## src/verilog/supervisor_pkg.sv

```systemverilog
// constants for the clock, reset and power supervisor
// assumes one 250 MHz clock and a plain register port
package supervisor_pkg;
   localparam int unsigned CLK_MHZ = 250;
   localparam int unsigned ADDR_W = 4;
   localparam int unsigned DATA_W = 32;
   // register offsets
   localparam logic [3:0] CLK_CTRL_OFS = 4'h0;
   localparam logic [3:0] CLK_STAT_OFS = 4'h4;
   localparam logic [3:0] PRESC_OFS = 4'h8;
   localparam logic [3:0] SUPPLY_CTRL_OFS = 4'hC;
   // clock control fields
   localparam int unsigned SEL_EXT_BIT = 0;
   localparam int unsigned CSS_IE_BIT = 1;
   localparam int unsigned FAIL_CLR_BIT = 2;
   localparam int unsigned STOP_LP_BIT = 3;
   localparam int unsigned STOP_REQ_BIT = 4;
   localparam int unsigned STANDBY_REQ_BIT = 5;
   localparam int unsigned WAKE_BIT = 6;
   // supply control fields
   localparam int unsigned DET_EN_BIT = 0;
   localparam int unsigned DET_FALL_BIT = 1;
   localparam int unsigned DET_RISE_BIT = 2;
   localparam int unsigned DET_CLR_BIT = 3;
   // prescaler fields: hclk div [3:0], fast div [7:4], slow div [11:8]
   localparam int unsigned RC_FREQ_MHZ = 16;
   localparam int unsigned EXT_MIN_MHZ = 4;
   localparam int unsigned EXT_MAX_MHZ = 26;
   localparam int unsigned HCLK_MAX_MHZ = 120;
   localparam int unsigned FAST_MAX_MHZ = 60;
   localparam int unsigned SLOW_MAX_MHZ = 30;
   localparam int unsigned AUDIO_MIN_KHZ = 8;
   localparam int unsigned AUDIO_MAX_KHZ = 192;
   // ext clock considered lost after this many ns without an edge
   localparam int unsigned FAIL_NS = 1000;
   localparam int unsigned FAIL_CYC = FAIL_NS * CLK_MHZ / 1000;
   // reset dividers already meet the bus limits: slow 4, fast 2, hclk 1
   localparam logic [11:0] PRESC_RST = 12'h421;
   // boot straps
   localparam logic [1:0] BOOT_FLASH = 2'h0;
   localparam logic [1:0] BOOT_SYSMEM = 2'h1;
   localparam logic [1:0] BOOT_SRAM = 2'h3;
   // brownout level codes held in option bytes
   localparam logic [1:0] BOR_OFF = 2'h3;
   typedef enum logic [1:0] {REG_ON, REG_OFF_IRST, REG_OFF_NORST, REG_BAD} reg_mode_e;
   typedef enum logic [1:0] {REGU_MAIN, REGU_LOWPWR, REGU_PDOWN} regu_e;
   typedef enum logic [2:0] {ST_HOLD, ST_OPTLOAD, ST_RUN, ST_SW_OFF, ST_SW_ON} sup_state_e;
endpackage

```

## src/verilog/clock_reset_power_supervisor.sv

```systemverilog
// clock source selection, failure fallback, boot straps, resets and regulator modes
// assumes analog comparators deliver synchronous threshold levels
//
// Contract
// - after any reset the rc oscillator is the system clock
// - software selects rc or external 4-26 MHz clock
// - external clock failure forces rc and raises enabled interrupt
// - prescalers keep hclk <=120, fast bus <=60, slow bus <=30 MHz
// - audio pll lets audio master clock reach 8 to 192 kHz
// - boot straps at startup select flash, system memory or sram
// - above power-on threshold, option bytes load brownout setting
// - brownout threshold chosen among three levels by option bytes
// - reset held while supply below active threshold
// - enabled supply detector interrupts on fall, rise or both
// - main regulation normally, low-power regulation in stop if set
// - regulator power-down only on standby entry
// - regulator disable strap high turns the internal regulator off
// - regulator off: core domain reset pin resets core, no gpio
// - core domain reset low blocks debug at power-on reset
// - internal reset off disables por, brownout, detector, battery
// - the two straps choose regulator mode; both high is illegal
`timescale 1ns/1ps
`default_nettype none
module clock_reset_power_supervisor
   import supervisor_pkg::*;
#(
   parameter int unsigned FAIL_COUNT = FAIL_CYC
) (
   input wire logic clk,
   input wire logic rstn,
   input wire logic [supervisor_pkg::ADDR_W-1:0] addr,
   input wire logic [supervisor_pkg::DATA_W-1:0] wdata,
   input wire logic wr,
   input wire logic rd,
   output logic [supervisor_pkg::DATA_W-1:0] rdata,
   input wire logic ext_clk_edge,
   input wire logic [1:0] boot_straps,
   input wire logic regulator_disable_strap,
   input wire logic internal_reset_disable_strap,
   input wire logic core_domain_reset_pin,
   input wire logic external_reset_pin,
   input wire logic supply_above_por,
   input wire logic [2:0] supply_above_bor,
   input wire logic supply_above_detect,
   input wire logic [1:0] option_bor_level,
   input wire logic option_valid,
   input wire logic debug_req,
   output logic system_reset,
   output logic core_reset,
   output logic sel_ext_clk,
   output logic clk_fail_irq,
   output logic supply_irq,
   output logic [1:0] boot_source,
   output logic [1:0] regu_mode,
   output logic regulator_enable,
   output logic gpio_pa_allowed,
   output logic debug_allowed,
   output logic battery_enable,
   output logic [11:0] presc_out,
   output logic audio_pll_en
);
   import supervisor_pkg::*;

   function automatic logic [3:0] clamp_div(input logic [3:0] d, input logic [3:0] lo);
      clamp_div = (d < lo) ? lo : d;
   endfunction

   sup_state_e st_reg, st_next;
   logic [DATA_W-1:0] ctrl_reg, ctrl_next, sctrl_reg, sctrl_next, rdata_next;
   logic [11:0] presc_reg, presc_next;
   logic [1:0] bor_reg, bor_next, boot_reg, boot_next, regu_reg, regu_next;
   logic fail_reg, fail_next, sel_reg, sel_next, det_reg, det_next;
   logic last_above_reg, last_above_next;
   logic [15:0] fcnt_reg, fcnt_next;
   reg_mode_e mode;
   logic irst_on, bor_ok, hold, corerst, want_ext;

   always_comb begin
      case ({internal_reset_disable_strap, regulator_disable_strap})
         2'b00: mode = REG_ON;
         2'b01: mode = REG_OFF_IRST;
         2'b10: mode = REG_OFF_NORST;
         default: mode = REG_BAD;
      endcase
      irst_on = (mode != REG_OFF_NORST);
      bor_ok = (bor_reg == BOR_OFF) || supply_above_bor[bor_reg];
      corerst = (mode != REG_ON) && !core_domain_reset_pin;
      // brownout is ignored in ST_OPTLOAD, so the option load finishes before the new level is checked
      hold = (irst_on && (!supply_above_por || (st_reg != ST_OPTLOAD && !bor_ok)))
         || !external_reset_pin || corerst || mode == REG_BAD;
   end

   always_comb begin
      st_next = st_reg;
      ctrl_next = ctrl_reg;
      sctrl_next = sctrl_reg;
      presc_next = presc_reg;
      bor_next = bor_reg;
      boot_next = boot_reg;
      regu_next = regu_reg;
      fail_next = fail_reg;
      sel_next = sel_reg;
      det_next = det_reg;
      last_above_next = supply_above_detect;
      fcnt_next = fcnt_reg;
      rdata_next = '0;
      want_ext = ctrl_reg[SEL_EXT_BIT] && !fail_reg;
      if (wr) begin
         case (addr)
            CLK_CTRL_OFS: ctrl_next = wdata;
            PRESC_OFS: presc_next = {clamp_div(wdata[11:8], 4'h4),
               clamp_div(wdata[7:4], 4'h2), clamp_div(wdata[3:0], 4'h1)};
            SUPPLY_CTRL_OFS: sctrl_next = wdata;
            default: ;
         endcase
      end
      if (rd) begin
         case (addr)
            CLK_CTRL_OFS: rdata_next = ctrl_reg;
            CLK_STAT_OFS: rdata_next = {21'h0, mode, regu_reg, boot_reg, bor_reg,
               det_reg, fail_reg, sel_reg};
            PRESC_OFS: rdata_next = {20'h0, presc_reg};
            SUPPLY_CTRL_OFS: rdata_next = sctrl_reg;
            default: rdata_next = '0;
         endcase
      end
      // external clock monitor
      if (sel_reg && !ext_clk_edge) begin
         if (fcnt_reg == 16'(FAIL_COUNT - 1)) begin
            fail_next = 1'b1;
         end else begin
            fcnt_next = fcnt_reg + 16'h1;
         end
      end else begin
         fcnt_next = '0;
      end
      if (wr && addr == CLK_CTRL_OFS && wdata[FAIL_CLR_BIT] && !fail_next) begin
         fail_next = 1'b0;
      end else if (wr && addr == CLK_CTRL_OFS && wdata[FAIL_CLR_BIT] && fcnt_reg == '0) begin
         fail_next = 1'b0;
      end
      // glitch-free switch: pass through both-off state
      case (st_reg)
         ST_HOLD: if (!hold) st_next = ST_OPTLOAD;
         ST_OPTLOAD: begin
            if (option_valid) begin
               bor_next = option_bor_level;
               boot_next = boot_straps;
               st_next = ST_RUN;
            end
         end
         ST_RUN: if (want_ext != sel_reg || fail_next) begin
            st_next = ST_SW_OFF;
            sel_next = 1'b0;
         end
         ST_SW_OFF: st_next = ST_SW_ON;
         ST_SW_ON: begin
            sel_next = want_ext && !fail_reg;
            st_next = ST_RUN;
         end
         default: st_next = ST_HOLD;
      endcase
      if (fail_next) sel_next = 1'b0;
      // supply detector edges
      if (sctrl_reg[DET_EN_BIT] && irst_on) begin
         if ((last_above_reg && !supply_above_detect && sctrl_reg[DET_FALL_BIT]) ||
            (!last_above_reg && supply_above_detect && sctrl_reg[DET_RISE_BIT])) begin
            det_next = 1'b1;
         end else if (wr && addr == SUPPLY_CTRL_OFS && wdata[DET_CLR_BIT]) begin
            det_next = 1'b0;
         end
      end else if (wr && addr == SUPPLY_CTRL_OFS && wdata[DET_CLR_BIT]) begin
         det_next = 1'b0;
      end
      // regulator mode
      if (ctrl_reg[STANDBY_REQ_BIT]) begin
         regu_next = REGU_PDOWN;
      end else if (ctrl_reg[STOP_REQ_BIT] && ctrl_reg[STOP_LP_BIT]) begin
         regu_next = REGU_LOWPWR;
      end else begin
         regu_next = REGU_MAIN;
      end
      if (regu_reg == REGU_PDOWN && !ctrl_reg[WAKE_BIT]) regu_next = REGU_PDOWN;
      if (hold) begin
         st_next = ST_HOLD;
         sel_next = 1'b0;
         ctrl_next = '0;
         fail_next = 1'b0;
         presc_next = PRESC_RST;
         regu_next = REGU_MAIN;
      end
   end

   always_ff @(posedge clk or negedge rstn) begin
      if (!rstn) begin
         st_reg <= ST_HOLD;
         ctrl_reg <= '0;
         sctrl_reg <= '0;
         presc_reg <= PRESC_RST;
         bor_reg <= '0;
         boot_reg <= BOOT_FLASH;
         regu_reg <= REGU_MAIN;
         fail_reg <= 1'b0;
         sel_reg <= 1'b0;
         det_reg <= 1'b0;
         last_above_reg <= 1'b0;
         fcnt_reg <= '0;
         rdata <= '0;
         system_reset <= 1'b1;
         core_reset <= 1'b1;
         sel_ext_clk <= 1'b0;
         clk_fail_irq <= 1'b0;
         supply_irq <= 1'b0;
         boot_source <= BOOT_FLASH;
         regu_mode <= REGU_MAIN;
         regulator_enable <= 1'b1;
         gpio_pa_allowed <= 1'b1;
         debug_allowed <= 1'b0;
         battery_enable <= 1'b0;
         presc_out <= PRESC_RST;
         audio_pll_en <= 1'b0;
      end else begin
         st_reg <= st_next;
         ctrl_reg <= ctrl_next;
         sctrl_reg <= sctrl_next;
         presc_reg <= presc_next;
         bor_reg <= bor_next;
         boot_reg <= boot_next;
         regu_reg <= regu_next;
         fail_reg <= fail_next;
         sel_reg <= sel_next;
         det_reg <= det_next;
         last_above_reg <= last_above_next;
         fcnt_reg <= fcnt_next;
         rdata <= rdata_next;
         system_reset <= (st_next != ST_RUN) && (st_next != ST_SW_OFF) && (st_next != ST_SW_ON);
         core_reset <= corerst;
         sel_ext_clk <= sel_next;
         clk_fail_irq <= fail_next && ctrl_next[CSS_IE_BIT];
         supply_irq <= det_next;
         boot_source <= boot_next;
         regu_mode <= regu_next;
         regulator_enable <= !regulator_disable_strap && regu_next != REGU_PDOWN;
         gpio_pa_allowed <= (mode == REG_ON);
         debug_allowed <= debug_req && !corerst;
         battery_enable <= irst_on;
         presc_out <= presc_next;
         audio_pll_en <= ctrl_next[7];
      end
   end

   chk_fail_forces_rc: assert property (@(posedge clk) disable iff (!rstn)
      fail_reg |-> ##1 !sel_ext_clk) else $error("ext clock kept after failure");
   chk_reset_rc_default: assert property (@(posedge clk) disable iff (!rstn)
      hold |=> !sel_ext_clk) else $error("rc not default in reset");
   chk_hold_resets: assert property (@(posedge clk) disable iff (!rstn)
      hold |=> system_reset) else $error("reset not held on low supply");
   chk_switch_gap: assert property (@(posedge clk) disable iff (!rstn)
      $rose(sel_ext_clk) |-> $past(!sel_ext_clk, 2)) else $error("clock switch without gap");
   chk_presc_fast: assert property (@(posedge clk) disable iff (!rstn)
      presc_out[7:4] >= 4'h2 && presc_out[11:8] >= 4'h4) else $error("bus too fast");
   chk_no_battery: assert property (@(posedge clk) disable iff (!rstn)
      mode == REG_OFF_NORST |=> !battery_enable) else $error("battery on without reset");
   chk_regulator_disable_strap_strap: assert property (@(posedge clk) disable iff (!rstn)
      regulator_disable_strap |=> !regulator_enable) else $error("regulator left on");
   chk_core_reset_pin: assert property (@(posedge clk) disable iff (!rstn)
      (mode != REG_ON && !core_domain_reset_pin) |=> core_reset && !debug_allowed)
      else $error("core reset pin ignored");
endmodule
`default_nettype wire

```

## config.mk

```make
export PLATFORM = sky130hd
export DESIGN_NAME = clock_reset_power_supervisor
export DESIGN_NICKNAME = d
export VERILOG_FILES = /design/src/verilog/supervisor_pkg.sv /design/src/verilog/clock_reset_power_supervisor.sv
export SDC_FILE = /design/constraint.sdc
export NUM_CORES = 1
export LEC_CHECK = 0
export BUFFER_PORTS_ARGS = -buffer_cell sky130_fd_sc_hd__buf_2
export CORE_UTILIZATION = 35
export CTS_CLUSTER_SIZE = 16
export DETAILED_ROUTE_END_ITERATION = 7
export HOLD_SLACK_MARGIN = 0.12
export PLACE_DENSITY_LB_ADDON = 0.05
export SLEW_MARGIN = 5
export SYNTH_ARGS = -nofsm -noshare
export SYNTH_HDL_FRONTEND = slang
export SYNTH_SLANG_ARGS = --single-unit
export TNS_END_PERCENT = 30
```

## constraint.sdc

```tcl
create_clock -name clk -period 2.75 [get_ports clk]
set_clock_uncertainty 0.1 [all_clocks]
set_input_delay 0.4125 -clock clk [delete_from_list [all_inputs] [get_ports clk]]
set_output_delay 0.4125 -clock clk [all_outputs]
set_load 0.01 [all_outputs]
```

# Word-level counts from Yosys, hierarchy flattened
# Cells that the tools add are included.
dict set report totals {
  in_bits 56
  rom_bits 0
  n_memories 0
  ramBits 0
  latchBits 0
  word_cells 143
  ff_bits 145
}
dict set report op_classes {
  n_mux 36
  reduce_logical 58
  shift 0
  mul 0
  n_lt_le_gt_ge 4
  div_mod_pow 0
  n_eq_ne 22
  bitwise 0
  add_sub_neg 1
}
# operator count
set ops {}
lappend ops {{32-bit 2-to-1 mux} 4}
lappend ops {{32-bit case mux with 4 select lines} 1}
lappend ops {{12-bit 2-to-1 mux} 3}
lappend ops {{16-bit 2-to-1 mux} 2}
lappend ops {{1-bit logical AND} 24}
lappend ops {{16-bit by 1-bit adder with 16-bit output (second input constant)} 1}
lappend ops {{16-bit by 8-bit == test with 1-bit output (second input constant)} 1}
lappend ops {{16-bit logical NOT} 1}
lappend ops {{3-bit case mux with 5 select lines} 1}
lappend ops {{1-bit 2-to-1 mux} 13}
lappend ops {{1-bit logical NOT} 12}
lappend ops {{4-bit 2-to-1 mux} 3}
lappend ops {{2-bit AND reduction} 5}
lappend ops {{3-bit 2-to-1 mux} 3}
lappend ops {{2-bit == test (second input constant)} 4}
lappend ops {{4-bit == test (second input constant)} 2}
lappend ops {{2-bit nonzero test} 4}
lappend ops {{1-bit logical OR} 7}
lappend ops {{3-bit by 2-bit == test with 1-bit output (second input constant)} 2}
lappend ops {{2-bit 2-to-1 mux} 3}
lappend ops {{2-bit inequality test (second input constant)} 3}
lappend ops {{3-bit by 2-bit inequality test with 1-bit output (second input constant)} 2}
lappend ops {{2-bit case mux with 3 select lines} 1}
lappend ops {{4-bit by 3-bit == test with 1-bit output (second input constant)} 1}
lappend ops {{other kinds (17)} 18}

# Longest topological paths before layout
dict set report logic_depth {
  depth_word 14
  depth_mapped 7
  ltp_nobuf 7
}

# Worst setup path before layout
# Ideal clock, no wire load.
dict set report synth_path {
  path_type {register to register}
  start {reg fcnt_reg[12]}
  end {reg st_reg[0]}
  setup_slack_ps 686
  n_path_buf 0
  path_stages_with_launch 6
  arrival_time_ps 1896
  cell_sequence {dfrtp_1 > or4_4 > nor4_4 > a21oi_2 > o32ai_1 > and4_1}
}
dict set report synth_via {
  elab_chain_cells 10
}
# item line
set synth_rtl {}
lappend synth_rtl {{start, declared} clock_reset_power_supervisor.sv:74} ;# logic [15:0] fcnt_reg, fcnt_next;
lappend synth_rtl {{start signal, assigned} clock_reset_power_supervisor.sv:234} ;# fcnt_reg <= fcnt_next;
lappend synth_rtl {{16-bit by 8-bit == test with 1-bit output} clock_reset_power_supervisor.sv:129} ;# if (fcnt_reg == 16'(FAIL_COUNT - 1)) begin
lappend synth_rtl {{1-bit 2-to-1 mux} clock_reset_power_supervisor.sv:129}
lappend synth_rtl {{1-bit 2-to-1 mux} clock_reset_power_supervisor.sv:128} ;# if (sel_reg && !ext_clk_edge) begin
lappend synth_rtl {{1-bit logical NOT} clock_reset_power_supervisor.sv:137} ;# if (wr && addr == CLK_CTRL_OFS && wdata[FAIL_CLR_BIT] && !fail_next) begin
lappend synth_rtl {{1-bit logical AND} clock_reset_power_supervisor.sv:137}
lappend synth_rtl {{1-bit 2-to-1 mux *} clock_reset_power_supervisor.sv:137}
lappend synth_rtl {{1-bit logical OR *} clock_reset_power_supervisor.sv:152} ;# ST_RUN: if (want_ext != sel_reg || fail_next) begin
lappend synth_rtl {{3-bit 2-to-1 mux *} clock_reset_power_supervisor.sv:152}
lappend synth_rtl {{3-bit case mux with 5 select lines *} clock_reset_power_supervisor.sv:143} ;# case (st_reg)
lappend synth_rtl {{3-bit 2-to-1 mux *} clock_reset_power_supervisor.sv:184} ;# if (hold) begin
lappend synth_rtl {{via st_next[0]} clock_reset_power_supervisor.sv:68} ;# sup_state_e st_reg, st_next;
lappend synth_rtl {{end signal, assigned} clock_reset_power_supervisor.sv:223} ;# st_reg <= st_next;
lappend synth_rtl {{end, declared} clock_reset_power_supervisor.sv:68}
# Mark *: on every way through the listed nets, which the timed path passes. The rest lies on a longest branch.
# A chain may end at the register's enable or synchronous reset.

# Worst setup path in the final report
# Same ends and word-level chain as after synthesis.

==> flow_results.xml <==
<?xml version="1.0" encoding="UTF-8"?>
<metrics>
  <group name="run_status">
    <metric name="outcome" unit="">finished clean</metric>
  </group>
  <group name="placement">
    <metric name="placedCellCount" unit="">880</metric>
    <metric name="port_buffers" unit="">113</metric>
    <metric name="placed_area" unit="µm²">6932</metric>
    <metric name="globalplace.congestion" unit="">0.7860</metric>
    <metric name="detailed_place_hpwl" unit="µm">10650</metric>
  </group>
  <group name="layout">
    <metric name="fill_cells" unit="">1593</metric>
    <metric name="multi_input_area" unit="µm²">2296</metric>
    <metric name="instances_no_fill" unit="">924</metric>
    <metric name="final-seq-area" unit="µm²">3612</metric>
    <metric name="synthToLayoutAreaGrowth" unit="%">25.37</metric>
    <metric name="stdcell_area" unit="µm²">7600</metric>
    <metric name="layout-drive-gt1-share" unit="%">29.45</metric>
    <metric name="layout.nets" unit="">749</metric>
  </group>
  <group name="logic_synthesis">
    <metric name="count_of_yosys_warnings_during_synthesis" unit="">0</metric>
    <metric name="synth-main-ff-cell" unit="">sky130_fd_sc_hd__dfrtp_1</metric>
    <metric name="syn-mean-instance-area" unit="µm²">10.65</metric>
    <metric name="postSynthNetCount" unit="">628</metric>
    <metric name="synth_cells" unit="">569</metric>
    <metric name="share_of_flip_flops_with_an_asynchronous_set_or_reset_after_synthesis" unit="%">100.0</metric>
    <metric name="synth_enable_flop_cells" unit="">0</metric>
    <metric name="yosysSeqAreaShare" unit="%">59.59</metric>
    <metric name="synth_top_cell_by_area" unit="">sky130_fd_sc_hd__dfrtp_1</metric>
    <metric name="mappedNetlistArea" unit="µm²">6062</metric>
    <metric name="synth.top_cells.by_area" unit="">sky130_fd_sc_hd__dfrtp_1, sky130_fd_sc_hd__mux2_2, sky130_fd_sc_hd__nand2_1</metric>
    <metric name="register_bit_count_reported_by_yosys" unit="">144</metric>
    <metric name="synth.lib_cells_used.distinct" unit="">46</metric>
    <metric name="synth_top_area_share" unit="%">56.55</metric>
  </group>
  <group name="drt">
    <metric name="dr.pass1.iters" unit="">5</metric>
    <metric name="drt-wirelength-per-cell" unit="µm">17.82</metric>
    <metric name="antenna_nets_post_route" unit="">0</metric>
    <metric name="route.detailed.vias_per_inst" unit="">5.060</metric>
    <metric name="detailedRoute.firstIterationViolations" unit="">235</metric>
    <metric name="route.vias.total" unit="">4675</metric>
    <metric name="wirelength" unit="µm">16470</metric>
    <metric name="drt_drc_violations_left" unit="">0</metric>
  </group>
  <group name="sta">
    <metric name="fin_tns_setup" unit="ns">0</metric>
    <metric name="hold_viol_final" unit="">0</metric>
    <metric name="maxSlewHeadroom" unit="%">62.80</metric>
    <metric name="clock.fmax" unit="GHz">0.4548</metric>
    <metric name="timing.final.setup_violations" unit="">0</metric>
    <metric name="timing_max_transition_violations_final" unit="">0</metric>
    <metric name="timing_worst_slew_pin_value" unit="ns">0.5566</metric>
    <metric name="timing.final.crit_period" unit="ns">2.199</metric>
    <metric name="grt_setup_unrepaired" unit="">false</metric>
    <metric name="finalCritPeriodShare" unit="%">79.95</metric>
  </group>
  <group name="global_routing">
    <metric name="grt_max_degree" unit="">55</metric>
    <metric name="vias_in_the_first_global_route" unit="">4890</metric>
    <metric name="global_route_wire_length_before_repair" unit="µm">26630</metric>
    <metric name="overflow" unit="">0</metric>
    <metric name="grt_util_all_layers" unit="%">19.60</metric>
    <metric name="initial_antenna_violation_count" unit="">1</metric>
  </group>
  <group name="clock_tree">
    <metric name="h-tree-depth" unit="">4</metric>
    <metric name="cts.repair_timing.setup_buffer_count" unit="">0</metric>
    <metric name="cts_buffer_depth" unit="">2</metric>
    <metric name="clkTransAtPathRegs" unit="ns">0.06</metric>
    <metric name="cts_resized" unit="">0</metric>
    <metric name="clock_latency" unit="ns">0.42</metric>
    <metric name="holdBufCountCts" unit="">11</metric>
    <metric name="tritoncts" unit="">yes</metric>
    <metric name="cts_inserted_buffers" unit="">17</metric>
    <metric name="cts.root.buffer_cell" unit="">sky130_fd_sc_hd__clkbuf_16</metric>
    <metric name="clock-sinks" unit="">144</metric>
  </group>
  <group name="worst_setup_path">
    <metric name="critical_path.max_fanout" unit="">6</metric>
    <metric name="critical_path.startpoint_type" unit="">register</metric>
    <metric name="critical_setup_path_class" unit="">register to register</metric>
    <metric name="setup.worst_path.end_class" unit="">register</metric>
    <metric name="critical_path_arrival" unit="ns">2.45</metric>
    <metric name="timing.critical_path.required" unit="ns">3.00</metric>
  </group>
  <group name="flow_run">
    <metric name="drv.max_cap_violation_count" unit="">0</metric>
  </group>
  <group name="hold_path">
    <metric name="min_path_type" unit="">input pin to register</metric>
  </group>
  <group name="floorplanning">
    <metric name="row_count" unit="">47</metric>
    <metric name="dieHeight" unit="µm">133.6</metric>
    <metric name="chipWidth" unit="µm">133.6</metric>
    <metric name="design.die.area" unit="µm²">17850</metric>
    <metric name="floorplan.io_pins" unit="">114</metric>
    <metric name="start_util" unit="%">36.17</metric>
    <metric name="core_area" unit="µm²">16760</metric>
  </group>
  <group name="power_and_ir_drop">
    <metric name="powerDensity" unit="nW/µm²">657.0</metric>
    <metric name="worst_ir_drop_vdd" unit="V">0.0004344</metric>
    <metric name="power.leakage" unit="nW">3.378</metric>
  </group>
</metrics>
[routing by layer]
| metal | routed length (µm) | track usage, % | up-vias |
|---|---|---|---|
| met1 | 7384 | 24.28 | 2335 |
| met5 | 0 | 0 | - |
| li1 | - | - | 2211 |
| met4 | 172 | 7.828 | 0 |
| met2 | 8175 | 32.99 | 117 |
| met3 | 734 | 4.528 | 12 |
[power breakdown]
part	total, mW	internal, mW	switching [mW]
logic	0.438	0.209	0.229
registers	2.37	2.27	0.0982
clock network	2.19	1.34	0.849
[area by class of cell]
cell class                      instances  share of cell area [%]
Sequential cell                       144                   47.53
Multi-Input combinational cell        381                   30.21
Timing Repair Buffer                  139                   10.95
Clock buffer                           27                   6.618
Tap cell                              220                   3.622
Clock inverter                          5                  0.6915
Inverter                                7                  0.3457
Antenna cell                            1                 0.03293
[critical path, cell delays in order (launching register included)]
cell	delay, ns
sky130_fd_sc_hd__dfrtp_1	0.42
sky130_fd_sc_hd__or4_4	0.57
sky130_fd_sc_hd__nor4_4	0.43
sky130_fd_sc_hd__a21oi_2	0.12
sky130_fd_sc_hd__o32ai_1	0.27
sky130_fd_sc_hd__and4_1	0.21
[synth_stat cells (2+ instances only)]
master and instances:
sky130_fd_sc_hd__a21oi_1 62, sky130_fd_sc_hd__o21bai_1 4, sky130_fd_sc_hd__nand4_1 2, sky130_fd_sc_hd__and4_1 2
sky130_fd_sc_hd__or4_4 2, sky130_fd_sc_hd__nor4b_1 2, sky130_fd_sc_hd__nor2b_1 3, sky130_fd_sc_hd__dfstp_2 7
sky130_fd_sc_hd__and3_1 2, sky130_fd_sc_hd__clkbuf_2 2, sky130_fd_sc_hd__nor4_1 2, sky130_fd_sc_hd__buf_6 2
sky130_fd_sc_hd__nand2b_1 2, sky130_fd_sc_hd__clkbuf_1 29, sky130_fd_sc_hd__o21ai_0 5, sky130_fd_sc_hd__dfrtp_1 137
sky130_fd_sc_hd__nor3b_1 4, sky130_fd_sc_hd__inv_1 7, sky130_fd_sc_hd__nand3_1 8, sky130_fd_sc_hd__buf_1 3
sky130_fd_sc_hd__xor2_1 8, sky130_fd_sc_hd__ha_1 3, sky130_fd_sc_hd__nor3_1 10, sky130_fd_sc_hd__xnor2_1 5
sky130_fd_sc_hd__and2_1 5, sky130_fd_sc_hd__mux2i_1 4, sky130_fd_sc_hd__nor2_1 55, sky130_fd_sc_hd__mux2_2 35
sky130_fd_sc_hd__o211ai_1 2, sky130_fd_sc_hd__nand2_1 97, sky130_fd_sc_hd__a22oi_1 43
[cell families (layout without fill, tap and decap cells)]
group	Yosys count	count (layout)	synth area share, %
AOI/OAI and AO/OA	123	123	12.57
xor gates and xnor gates	13	13	1.878
adders and majority gates	3	3	0.6193
buffers and inverters	44	178	3.075
DFF	144	144	59.59
muxes	39	39	7.162
other	0	1	0
and+or+nand+nor	203	203	15.11
[layout by cell type (no fill, tap or decap), types with 2 or more instances in the layout]
cell                            count
sky130_fd_sc_hd__a21oi_1           62
sky130_fd_sc_hd__a22oi_1           43
sky130_fd_sc_hd__and2_1             5
sky130_fd_sc_hd__and3_1             2
sky130_fd_sc_hd__and4_1             2
sky130_fd_sc_hd__buf_12             3
sky130_fd_sc_hd__buf_2            112
sky130_fd_sc_hd__buf_4             12
sky130_fd_sc_hd__clkbuf_1           6
sky130_fd_sc_hd__clkbuf_16         17
sky130_fd_sc_hd__clkbuf_8           4
sky130_fd_sc_hd__clkinv_2           3
sky130_fd_sc_hd__dfrtp_1          137
sky130_fd_sc_hd__dfstp_2            7
sky130_fd_sc_hd__dlygate4sd3_1     11
sky130_fd_sc_hd__ha_1               3
sky130_fd_sc_hd__inv_1              7
sky130_fd_sc_hd__mux2_2            35
sky130_fd_sc_hd__mux2i_1            4
sky130_fd_sc_hd__nand2_1           96
sky130_fd_sc_hd__nand2b_1           2
sky130_fd_sc_hd__nand3_1            8
sky130_fd_sc_hd__nand4_1            2
sky130_fd_sc_hd__nor2_1            55
sky130_fd_sc_hd__nor2b_1            3
sky130_fd_sc_hd__nor3_1            10
sky130_fd_sc_hd__nor3b_1            4
sky130_fd_sc_hd__o211ai_1           2
sky130_fd_sc_hd__o21ai_0            5
sky130_fd_sc_hd__o21bai_1           4
sky130_fd_sc_hd__or4_4              2
sky130_fd_sc_hd__xnor2_1            5
sky130_fd_sc_hd__xor2_1             8
[final timing paths]
| path | start | to | slack [ns] | cells past startpoint |
|---|---|---|---|---|
| setup / recovery | fcnt_reg[12] | st_reg[0] | 0.55 | 5 |
| hold / removal | wdata[25] | ctrl_reg[25] | 0.14 | 3 |
| setup reg to reg | fcnt_reg[12] | st_reg[0] | 0.55 | 5 |
| hold reg to reg | sctrl_reg[26] | sctrl_reg[26] | 0.40 | 1 |
| max in group asynchronous | rstn | ctrl_reg[31] | 1.41 | 3 |
| min in group asynchronous | rstn | rdata[24] | 0.42 | 2 |
[stage by stage]
stage	setup slack, ns	total power [mW]	utilization, %	hold WS, ns
after floorplan	0.6861	2.600	-	0.01691
after global placement	0.5959	2.820	41.36	0.3188
after detailed placement	0.5228	2.836	41.36	0.3153
after CTS	0.5272	5.042	45.33	0.1264
after global routing	0.4242	5.187	45.33	0.1364
final	0.5514	4.993	45.35	0.1417
(Power assumes the default switching activity.)
